<file path="src/hw/tape_motion_pkg.sv">
// ==========================================================================
// shared types and constants for the tape motion controller
package tape_motion_pkg;

   // state codes, four flip-flop bits
   typedef enum logic [3:0] {
      st_stop          = 4'h0,
      st_fast_fwd      = 4'h8,
      st_slow_fwd      = 4'h4,
      st_fast_rev      = 4'h2,
      st_slow_rev      = 4'h1,
      st_stop_eot      = 4'hc,
      st_stop_bot      = 4'h3,
      st_empty         = 4'ha,
      st_rewind_fr     = 4'he,
      st_load_sf       = 4'h7,
      st_stop_lp       = 4'h6,
      st_unload_fr     = 4'hd,
      st_decel_wait    = 4'hb,
      st_eject         = 4'h9
   } motion_state_t;

   localparam motion_state_t RESET_STATE = st_stop;

   // commands from the host
   typedef struct packed {
      logic select;
      logic run_command;
      logic slow_request;
      logic forward_request;
      logic reverse_request;
      logic rewind_command;
      logic unload_command;
      logic automatic_unload_enable;
   } host_cmd_t;

   // status from the tape sensing logic (pulses except cartridge_present)
   typedef struct packed {
      logic cartridge_present;
      logic beginning_of_tape_pulse;
      logic end_of_tape_pulse;
      logic load_point_pulse;
   } tape_stat_t;

   // decoded outputs
   typedef struct packed {
      logic servo_drive_out;
      logic servo_forward_latch_out;
      logic servo_reverse_out;
      logic servo_high_speed_out;
      logic servo_slow_out;
      logic eject_out;
      logic write_inhibit_out;
      logic busy_out;
      logic at_load_point_out;
      logic at_end_of_tape_out;
   } servo_out_t;

   localparam int OUT_W = 10;

   // all outputs inactive
   localparam servo_out_t OUT_RESET = servo_out_t'(10'h000);

endpackage

</file>
<file path="src/hw/tape_motion_state_machine.sv">
`timescale 1ns/100ps
`default_nettype none
// ==========================================================================
module tape_motion_state_machine (
   // clock and reset
   input  wire logic                       clk,
   input  wire logic                       rst_n,
   input  wire logic                       clk_en,
   // interlock ready, low clears the state
   input  wire logic                       interlock_ready_clear,
   // host commands (pins)
   input  wire tape_motion_pkg::host_cmd_t cmd_pins,
   // tape sensing (pins)
   input  wire tape_motion_pkg::tape_stat_t stat_pins,
   // decoded servo and status outputs
   output tape_motion_pkg::servo_out_t     servo,
   // current state code
   output logic [3:0]                      state_code
);

   // all state of the block
   typedef struct packed {
      tape_motion_pkg::host_cmd_t    cmd_s1;
      tape_motion_pkg::host_cmd_t    cmd_s2;
      tape_motion_pkg::tape_stat_t   stat_s1;
      tape_motion_pkg::tape_stat_t   stat_s2;
      logic                          ilk_s1;
      logic                          ilk_s2;
      logic                          present_d;
      tape_motion_pkg::motion_state_t state;
      tape_motion_pkg::servo_out_t   outs;
   } core_t;

   localparam core_t CORE_RESET = '{
      cmd_s1: '0, cmd_s2: '0, stat_s1: '0, stat_s2: '0,
      ilk_s1: 1'b0, ilk_s2: 1'b0, present_d: 1'b0,
      state: tape_motion_pkg::RESET_STATE,
      outs: tape_motion_pkg::OUT_RESET};

   core_t                          core_ff;
   core_t                          nxt_core;
   tape_motion_pkg::servo_out_t    dec_next;
   tape_motion_pkg::host_cmd_t     c;
   tape_motion_pkg::tape_stat_t    s;
   logic                           removed;

   // run request decode: returns target run state or stop if none
   function automatic tape_motion_pkg::motion_state_t run_target(
      input tape_motion_pkg::host_cmd_t hc,
      input logic allow_fwd,
      input logic allow_rev);
      run_target = tape_motion_pkg::st_stop;
      if (hc.select && hc.run_command) begin
         if (hc.forward_request && allow_fwd)
            run_target = hc.slow_request ? tape_motion_pkg::st_slow_fwd
                                         : tape_motion_pkg::st_fast_fwd;
         else if (hc.reverse_request && allow_rev)
            run_target = hc.slow_request ? tape_motion_pkg::st_slow_rev
                                         : tape_motion_pkg::st_fast_rev;
      end
   endfunction

   // output decode of the next state so outputs register with the state
   tape_output_decode tape_output_decode_i (
      .state (nxt_core.state),
      .dec   (dec_next)
   );

   // next state logic
   always_comb begin
      nxt_core = core_ff;
      c = core_ff.cmd_s2;
      s = core_ff.stat_s2;
      nxt_core.cmd_s1 = cmd_pins;
      nxt_core.cmd_s2 = core_ff.cmd_s1;
      nxt_core.stat_s1 = stat_pins;
      nxt_core.stat_s2 = core_ff.stat_s1;
      nxt_core.ilk_s1 = interlock_ready_clear;
      nxt_core.ilk_s2 = core_ff.ilk_s1;
      nxt_core.present_d = s.cartridge_present;
      removed = core_ff.present_d && !s.cartridge_present;
      unique case (core_ff.state)
         tape_motion_pkg::st_stop: begin
            if (!s.cartridge_present)
               nxt_core.state = tape_motion_pkg::st_empty;
            else if (run_target(c, 1'b1, 1'b1) != tape_motion_pkg::st_stop)
               nxt_core.state = run_target(c, 1'b1, 1'b1);
         end
         tape_motion_pkg::st_fast_fwd,
         tape_motion_pkg::st_slow_fwd: begin
            if (s.end_of_tape_pulse)
               nxt_core.state = tape_motion_pkg::st_stop_eot;
            else if (!c.run_command)
               nxt_core.state = tape_motion_pkg::st_stop;
         end
         tape_motion_pkg::st_fast_rev,
         tape_motion_pkg::st_slow_rev: begin
            if (s.beginning_of_tape_pulse)
               nxt_core.state = tape_motion_pkg::st_stop_bot;
            else if (!c.run_command)
               nxt_core.state = tape_motion_pkg::st_stop;
         end
         tape_motion_pkg::st_stop_eot: begin
            if (c.automatic_unload_enable || c.unload_command)
               nxt_core.state = tape_motion_pkg::st_unload_fr;
            else if (c.rewind_command)
               nxt_core.state = tape_motion_pkg::st_rewind_fr;
            else if (run_target(c, 1'b0, 1'b1) != tape_motion_pkg::st_stop)
               nxt_core.state = run_target(c, 1'b0, 1'b1);
         end
         tape_motion_pkg::st_stop_bot: begin
            if (c.unload_command)
               nxt_core.state = tape_motion_pkg::st_unload_fr;
            else if (c.rewind_command)
               nxt_core.state = tape_motion_pkg::st_rewind_fr;
            else if (run_target(c, 1'b1, 1'b0) != tape_motion_pkg::st_stop)
               nxt_core.state = run_target(c, 1'b1, 1'b0);
         end
         tape_motion_pkg::st_empty: begin
            if (s.cartridge_present)
               nxt_core.state = tape_motion_pkg::st_rewind_fr;
         end
         tape_motion_pkg::st_rewind_fr: begin
            if (s.beginning_of_tape_pulse)
               nxt_core.state = tape_motion_pkg::st_load_sf;
         end
         tape_motion_pkg::st_load_sf: begin
            if (s.load_point_pulse)
               nxt_core.state = tape_motion_pkg::st_stop_lp;
         end
         tape_motion_pkg::st_stop_lp: begin
            if (c.unload_command)
               nxt_core.state = tape_motion_pkg::st_unload_fr;
            else if (run_target(c, 1'b1, 1'b1) != tape_motion_pkg::st_stop)
               nxt_core.state = run_target(c, 1'b1, 1'b1);
         end
         tape_motion_pkg::st_unload_fr: begin
            if (s.beginning_of_tape_pulse)
               nxt_core.state = tape_motion_pkg::st_decel_wait;
         end
         tape_motion_pkg::st_decel_wait:
            nxt_core.state = tape_motion_pkg::st_eject;
         tape_motion_pkg::st_eject:
            nxt_core.state = tape_motion_pkg::st_stop;
         default: nxt_core.state = tape_motion_pkg::st_stop;           // illegal codes
      endcase
      // cartridge pulled outside eject, or interlock open, forces stop
      if (removed && core_ff.state != tape_motion_pkg::st_eject)
         nxt_core.state = tape_motion_pkg::st_stop;
      if (!core_ff.ilk_s2)
         nxt_core.state = tape_motion_pkg::st_stop;
      nxt_core.outs = dec_next;
   end

   // state register
   always_ff @(posedge clk or negedge rst_n) begin
      if (!rst_n) begin
         core_ff <= CORE_RESET;
      end else if (clk_en) begin
         core_ff <= nxt_core;
      end
   end

   assign servo = core_ff.outs;
   assign state_code = core_ff.state;

endmodule // tape_motion_state_machine
`default_nettype wire

</file>
<file path="src/hw/tape_output_decode.sv">
`timescale 1ns/100ps
`default_nettype none
// ==========================================================================
// pure state decode of servo and status lines
module tape_output_decode (
   // current state
   input  wire tape_motion_pkg::motion_state_t state,
   // decoded lines
   output tape_motion_pkg::servo_out_t         dec
);

   // lookup by state code; write inhibit in every state
   always_comb begin
      dec = tape_motion_pkg::OUT_RESET;
      dec.write_inhibit_out = 1'b1;
      unique case (state)
         tape_motion_pkg::st_fast_fwd: begin
            dec.servo_drive_out = 1'b1;
            dec.servo_forward_latch_out = 1'b1;
            dec.servo_high_speed_out = 1'b1;
         end
         tape_motion_pkg::st_slow_fwd: begin
            dec.servo_drive_out = 1'b1;
            dec.servo_forward_latch_out = 1'b1;
            dec.servo_slow_out = 1'b1;
         end
         tape_motion_pkg::st_fast_rev: begin
            dec.servo_drive_out = 1'b1;
            dec.servo_reverse_out = 1'b1;
            dec.servo_high_speed_out = 1'b1;
         end
         tape_motion_pkg::st_slow_rev: begin
            dec.servo_drive_out = 1'b1;
            dec.servo_reverse_out = 1'b1;
            dec.servo_slow_out = 1'b1;
         end
         tape_motion_pkg::st_stop_eot: dec.at_end_of_tape_out = 1'b1;
         tape_motion_pkg::st_rewind_fr,
         tape_motion_pkg::st_unload_fr: begin
            dec.servo_drive_out = 1'b1;
            dec.servo_reverse_out = 1'b1;
            dec.servo_high_speed_out = 1'b1;
            dec.busy_out = 1'b1;
         end
         tape_motion_pkg::st_load_sf: begin
            dec.servo_drive_out = 1'b1;
            dec.servo_forward_latch_out = 1'b1;
            dec.servo_slow_out = 1'b1;
            dec.busy_out = 1'b1;
         end
         tape_motion_pkg::st_stop_lp: dec.at_load_point_out = 1'b1;
         tape_motion_pkg::st_eject: dec.eject_out = 1'b1;
         default: dec.write_inhibit_out = 1'b1;  // stop, bot, empty, decel
      endcase
   end

endmodule // tape_output_decode
`default_nettype wire

</file>
<file path="config.mk">
export PLATFORM = sky130hd
export DESIGN_NAME = tape_motion_state_machine
export DESIGN_NICKNAME = d
export VERILOG_FILES = /design/src/hw/tape_motion_pkg.sv /design/src/hw/tape_motion_state_machine.sv /design/src/hw/tape_output_decode.sv
export SDC_FILE = /design/constraint.sdc
export NUM_CORES = 1
export LEC_CHECK = 0
export BUFFER_PORTS_ARGS = -buffer_cell sky130_fd_sc_hd__clkbuf_2
export CAP_MARGIN = 5
export CORE_MARGIN = 5
export CORE_UTILIZATION = 40
export DETAILED_ROUTE_END_ITERATION = 16
export GPL_TIMING_DRIVEN = 0
export PLACE_DENSITY = 0.6
export SYNTH_ARGS = -nofsm -noshare
export SYNTH_HDL_FRONTEND = slang
export SYNTH_SLANG_ARGS = --single-unit
</file>
<file path="constraint.sdc">
create_clock -name clk -period 2.1 [get_ports clk]
set_input_delay 0.42 -clock clk [delete_from_list [all_inputs] [get_ports clk]]
set_output_delay 0.42 -clock clk [all_outputs]
set_load 0.005 [all_outputs]
</file>
==> run metrics, run 1 <==
Worst Setup Start Kind=register; core footprint=5921 um^2; CTS Sinks=41; fin nets=322; worst hold slack=0.2970 ns; average size of a mapped cell=9.834 um^2; Synthesis Warnings=0; clock tree buffer depth=2; Synth Register Bits=41; ys flop type=dfrtp_1; FFs w/ async S/R, synth=1.000; Max-Cap Viols=0; Final setup viols=10; Antenna Nets Post-Route=0; first-pass GRT wire length=10,760 um; syn nets=265; # DRC=0; row count=28; H-tree depth=2; VDD IR max=0.4294 mV; vias per cell=5.543; area leader, netlist=dfrtp_1; routability congestion estimate=0.9290; final hold viol count=0; Fin Setup TNS=-1.413 ns; power per cell area=1062 nW/um^2; Clock transition at path regs=0.08 ns; 1st-pass router iterations=4; CTS tree=done; Die Y=88.24 um; die width=88.24 um; number of enable flip-flop cells after synthesis=0; Worst Path Required=2.26 ns; HP Class=input port to async pin; DRT Wirelength=6424 um; share of the synthesized area in the top cell type=0.4190; fill count=525; die area=7786 um^2; Slew headroom=0.3183; Setup Skew=0.003913 ns; fin crit period=2.298 ns; Clock Latency Late Sink=0.29 ns; post-synthesis sequential area ratio=0.4190; top cells by area, synth=dfrtp_1, mux2_2, buf_4, o21ai_0, nand2_1; I/O Buffers=28; hpwl dp=4194 um; status=finished, violations left; initial antenna violation count=0; Synth cell types=59; Slew @ Worst Pin=1.023 ns; crit-path max FO=7; Gate Count Post-Synth=249; Root Driver=clkbuf_8; worst r2r path cells=8; TritonCTS buffer count=5; RSZ-0062 raised after global routing=yes; GR Util All Layers=0.1766; leakage power=0.001379 uW; Antenna diodes=0; worst setup path class=register to register; DR WL/cell=16.86 um; crit end category=register; share of cells above drive strength 1=0.5294; Congestion Overflow GR=0; dpl ws=-0.3605 ns; Max Fclk=435.1 MHz; Pins Over Slew Limit=0; failing checks=negative setup slack; IO Count=30; Initial Util=0.4136; initial drt markers=140; P&R area growth vs syn=33.37%; critical path data arrival time=2.45 ns; vias in the first global route=2,077; Via Count=2,112; fin crit share=1.094; worst setup margin=-0.1983 ns; Mapped Area=2449 um^2; largest net degree at the start of global routing=42
==> metrics by stage <==
step	power, uW	cell area, um^2	instances	utilization
after floorplan	1936	2455	249	-
after global placement	2265	2689	352	0.4541
after detailed placement	2267	2689	352	0.4541
after CTS	3231	3105	375	0.5245
after global routing	3688	3266	381	0.5516
final	3469	3266	381	0.5516
==> logic make-up (layout without fill, tap and decap cells) <==
family | after synthesis | in the layout | synth area share
multiplexers | 27 | 27 | 0.1231
flip-flops | 41 | 41 | 0.4190
AND/OR/NAND/NOR | 75 | 75 | 0.1870
XOR/XNOR | 2 | 2 | 0.007155
AO/OA/AOI/OAI | 61 | 61 | 0.1651
buffers and inverters | 43 | 100 | 0.09862
==> state kept, by name, indices dropped and copies added, names as in the netlist <==
signal / count
core_ff: 19
servo: 10
c: 8
state_code: 4
==> cell usage in the layout (no fill, tap or decap), drive strengths merged, types with 3 or more instances in the layout <==
cell type and instances:
buf 46, nand4 3, o21ai 18, mux2 25
nand4b 4, dfrtp 41, or2 4, inv 12
nand2 16, or4b 3, nor4 3, a31oi 8
a21oi 9, o211ai 5, a31o 3, nor2 11
clkbuf 42, nand3 10
==> worst max-delay path, cell delays in order, from the launching register on <==
cell	delay, ns
dfrtp_2	0.46
buf_6	0.14
or4bb_1	0.49
o311ai_2	0.10
a22o_1	0.27
o21ai_4	0.11
o22a_1	0.26
o31ai_2	0.24
o22ai_1	0.09
==> final cells by class <==
type | count | area, um^2 | share of cell area
repair buffers | 50 | 336.6 | 0.1031
clock buffers | 7 | 86.33 | 0.02644
flip-flops and latches | 41 | 1031 | 0.3157
well taps | 75 | 93.84 | 0.02874
inverters | 12 | 45.04 | 0.01379
multi-input cells | 165 | 1441 | 0.4414
plain buffers | 31 | 231.5 | 0.07088
==> power breakdown <==
group          switching (uW)  internal, uW  total, uW  leakage, uW
Sequential                138           921       1060     0.000493
Clock                     265           261        526    0.0000443
Combinational             925           958       1880     0.000842
==> cell usage after synthesis (2+ instances only) <==
master,number
a21o_1,2
nor2b_1,2
nor3_1,2
clkbuf_1,7
a31oi_1,8
or2_2,4
nand3b_1,2
buf_2,4
nand4b_1,4
a31o_2,2
nor4_1,3
buf_4,16
mux2_2,25
mux2i_1,2
nand2_1,16
nand3_1,10
o21ai_0,17
nand4_1,3
dfrtp_1,41
o211ai_1,5
nor2_1,11
a21oi_1,9
nor3b_1,2
o22a_1,2
inv_1,12
buf_6,2
buf_1,2
o22ai_1,2
xnor2_1,2
==> metal layers <==
| metal | vias up | GRT usage | share of wire |
|---|---|---|---|
| met5 | - | 0 | 0 |
| met4 | 0 | 0.06868 | 0.022 |
| met3 | 12 | 0.03073 | 0.035 |
| met2 | 56 | 0.2719 | 0.48 |
| met1 | 1032 | 0.2478 | 0.47 |
| li1 | 1012 | - | - |
==> timing repair <==
item                       4_1_cts  5_1_grt
gates cloned                     2        0
hold buffers                     0        0
resized for setup               53       29
setup endpoints to repair       10       10
pin swaps                       13       10
setup buffers                   14        6
==> final timing paths <==
path	to	slack, ns	start
max in group asynchronous	state_code[2]$_DFFE_PN0P_	1.10	rst_n
min reg2reg	servo[3]$_DFFE_PN0P_	0.47	servo[3]$_DFFE_PN0P_
min	core_ff[40]$_DFFE_PN0P_	0.30	rst_n
min in group clk	core_ff[39]$_DFFE_PN0P_	0.35	cmd_pins[6]
max reg2reg	servo[9]$_DFFE_PN0P_	-0.20	state_code[3]$_DFFE_PN0P_
max	servo[9]$_DFFE_PN0P_	-0.20	state_code[3]$_DFFE_PN0P_
(Power assumes the default switching activity.)
==> run 2: changes to the inputs <==
--- a/config.mk
+++ b/config.mk
@@ -8,10 +8,11 @@
 export BUFFER_PORTS_ARGS = -buffer_cell sky130_fd_sc_hd__clkbuf_2
 export CAP_MARGIN = 5
 export CORE_MARGIN = 5
-export CORE_UTILIZATION = 40
+export CORE_UTILIZATION = 30
 export DETAILED_ROUTE_END_ITERATION = 16
 export GPL_TIMING_DRIVEN = 0
-export PLACE_DENSITY = 0.6
+export PLACE_DENSITY = 0.47
 export SYNTH_ARGS = -nofsm -noshare
 export SYNTH_HDL_FRONTEND = slang
+export SYNTH_HIERARCHICAL = 1
 export SYNTH_SLANG_ARGS = --single-unit
==> run metrics, run 2 <==
DR WL/cell=15.73 um (-6.7%); leakage power=0.001388 uW (+0.69%); Hold Buf Count CTS=0 (unchanged); P&R area growth vs syn=30.63%; GR Util All Layers=0.1280 (-0.04865); Gate Count Post-Synth=245 (-1.6%); worst setup margin=-0.4863 ns (-0.2880 ns); Max Fclk=386.7 MHz (-11%); row count=33 (+18%); initial drt markers=114 (-19%); Clock Latency Late Sink=0.30 ns (about the same); worst reg2reg path startpoint=state_code[0]$_DFFE_PN0P_; core footprint=8134 um^2 (+37%); routability congestion estimate=0.8845 (-4.8%); CTS tree=done; fin crit share=1.232 (+0.1371); most frequent cells in the layout=dfrtp_1, clkbuf_2, mux2_2, buf_4, nand2_1; Max-Cap Viols=0 (unchanged); # DRC=0 (unchanged); Mapped Area=2487 um^2 (+1.6%); post-synthesis sequential area ratio=0.4125 (-0.006534); first-pass GRT wire length=10,410 um (-3.3%); worst setup path class=register to register; Root Driver=clkbuf_8; worst hold slack=0.3017 ns (+0.004771 ns); vias per cell=5.103 (-7.9%); FF-to-FF End=servo[9]$_DFFE_PN0P_; top cells by area, synth=dfrtp_1, mux2_2, buf_4, o21ai_0, nor3b_1; power per cell area=912.0 nW/um^2 (-14%); die width=101.1 um (+15%); Via Count=2,026 (-4.1%); multi-input logic area=1451 um^2 (+0.69%); register area=1028 um^2 (-0.24%); Initial Util=0.3058 (-0.1078); vias in the first global route=2,055 (-1.1%); Setup Skew=0.009603 ns (+0.005690 ns); r2r setup slk=-0.49 ns (-0.29 ns); HP Class=input port to async pin; largest net degree at the start of global routing=42 (unchanged); RSZ-0062 raised after global routing=yes; share of cells above drive strength 1=0.5137 (-0.01571); Clock transition at path regs=0.09 ns (about the same); area leader, netlist=dfrtp_1; fill count=827 (+58%); failing checks=negative setup slack; initial antenna violation count=0 (unchanged); most flop-heavy register=core_ff; DRT Wirelength=6246 um (-2.8%); VDD IR max=0.3517 mV (-18%); number of enable flip-flop cells after synthesis=0 (unchanged); Synth cell types=55 (-6.8%); Die Y=101.1 um (+15%); final hold viol count=0 (unchanged); 1st-pass router iterations=4 (unchanged); syn nets=261 (-1.5%); average size of a mapped cell=10.15 um^2 (+3.2%); Post-synth top cells=dfrtp_1, mux2_2, buf_4, nand2_1, nor2_1; crit-path max FO=6 (-1); Worst Setup Start Kind=register; worst r2r path cells=11 (+3); Slew @ Worst Pin=1.061 ns (+0.03894 ns); Slew headroom=0.2924 (-0.02596); clock tree buffer depth=2 (unchanged); most common cell after layout, fill and taps aside=dfrtp_1; Pins Over Slew Limit=0 (unchanged); critical path data arrival time=2.78 ns (+0.33 ns); fin crit period=2.586 ns (+0.2880 ns); ys flop type=dfrtp_1; crit end category=register; Worst Path Required=2.29 ns (+0.03 ns); dpl ws=-0.7442 ns (-0.3837 ns); Largest register FFs=19 (unchanged); status=finished, violations left; IO Count=30 (unchanged); CTS Sinks=41 (unchanged); most common cell in the synthesized netlist=dfrtp_1; TritonCTS buffer count=5 (unchanged); Antenna diodes=0 (unchanged); Final setup viols=9 (-1); H-tree depth=2 (unchanged); fin util=0.3995 (-0.1521); Synthesis Warnings=6 (+6); fin nets=307 (-4.7%); worst setup path startpoint=state_code[0]$_DFFE_PN0P_; FFs w/ async S/R, synth=1.000 (unchanged); share of the synthesized area in the top cell type=0.4125 (-0.006534); Congestion Overflow GR=0 (unchanged); die area=10,210 um^2 (+31%); hpwl dp=4316 um (+2.9%); Synth Register Bits=41 (unchanged); Antenna Nets Post-Route=0 (unchanged); I/O Buffers=28 (unchanged)
-- run 2: area by class of cell --
cell class / instances / share of cell area
sequential: 41 / 0.3165
multi-input combinational: 163 / 0.4467
tap: 105 / 0.04043
clock inverter: 3 / 0.01348
inverter: 8 / 0.009241
clock buffer: 5 / 0.02118
buffer: 33 / 0.07894
timing repair buffer: 39 / 0.07355
-- run 2: timing repair --
item,4_1_cts,5_1_grt
pin swaps,5,6
buffers inserted,6,5
gates resized for setup,30,20
endpoints found under the setup margin,9,9
-- run 2: worst max path at each step --
stage                      endpoint  slack, ns
2_1_floorplan  servo[9]$_DFFE_PN0P_      -0.37
6_report       servo[9]$_DFFE_PN0P_      -0.49
3_5_place_dp   servo[9]$_DFFE_PN0P_      -0.74
3_3_place_gp   servo[9]$_DFFE_PN0P_      -0.79
5_1_grt        servo[9]$_DFFE_PN0P_      -0.57
4_1_cts        servo[9]$_DFFE_PN0P_      -0.47
-- run 2: where the power goes --
group	internal (uW)	total (uW)	switching, uW	leakage, uW
Clock	357	652	295	0.0000585
Sequential	913	1010	102	0.000502
Combinational	675	1300	622	0.000827
-- run 2: logic make-up after synthesis --
family                 share of synthesized area
AND/OR/NAND/NOR                           0.1529
AO/OA/AOI/OAI                             0.1590
flip-flops                                0.4125
buffers and inverters                     0.1041
multiplexers                              0.1494
XOR/XNOR                                 0.02062
other                                   0.001508
-- run 2: worst max-delay path, cell delays in order, from the launching register on --
cell and delay [ns]:
dfrtp_2 0.44, buf_12 0.14, or2_4 0.25, or3_4 0.37, o22ai_4 0.18, nor4_4 0.08, nor2_2 0.14, buf_6 0.15
xnor2_4 0.13, o32ai_2 0.11, or2_1 0.23, mux2_4 0.25
-- run 2: metrics by stage --
step	TNS (ns)	area, um^2	std cells	total power (uW)
global placement	-4.987	2818	378	2101
floorplan	-1.220	2546	245	1824
CTS	-2.840	3104	392	2874
detailed placement	-4.681	2818	378	2101
global route	-4.013	3249	397	3158
finish	-2.988	3249	397	2964
-- run 2: layer usage --
metal | track usage | routed length (um) | vias up | part of all wire
met5 | 0 | 0 | - | 0
met4 | 0.05930 | 120 | 0 | 0.019
met3 | 0.02491 | 281 | 10 | 0.045
met2 | 0.1932 | 2866 | 49 | 0.46
met1 | 0.1756 | 2977 | 1001 | 0.48
li1 | - | - | 966 | -
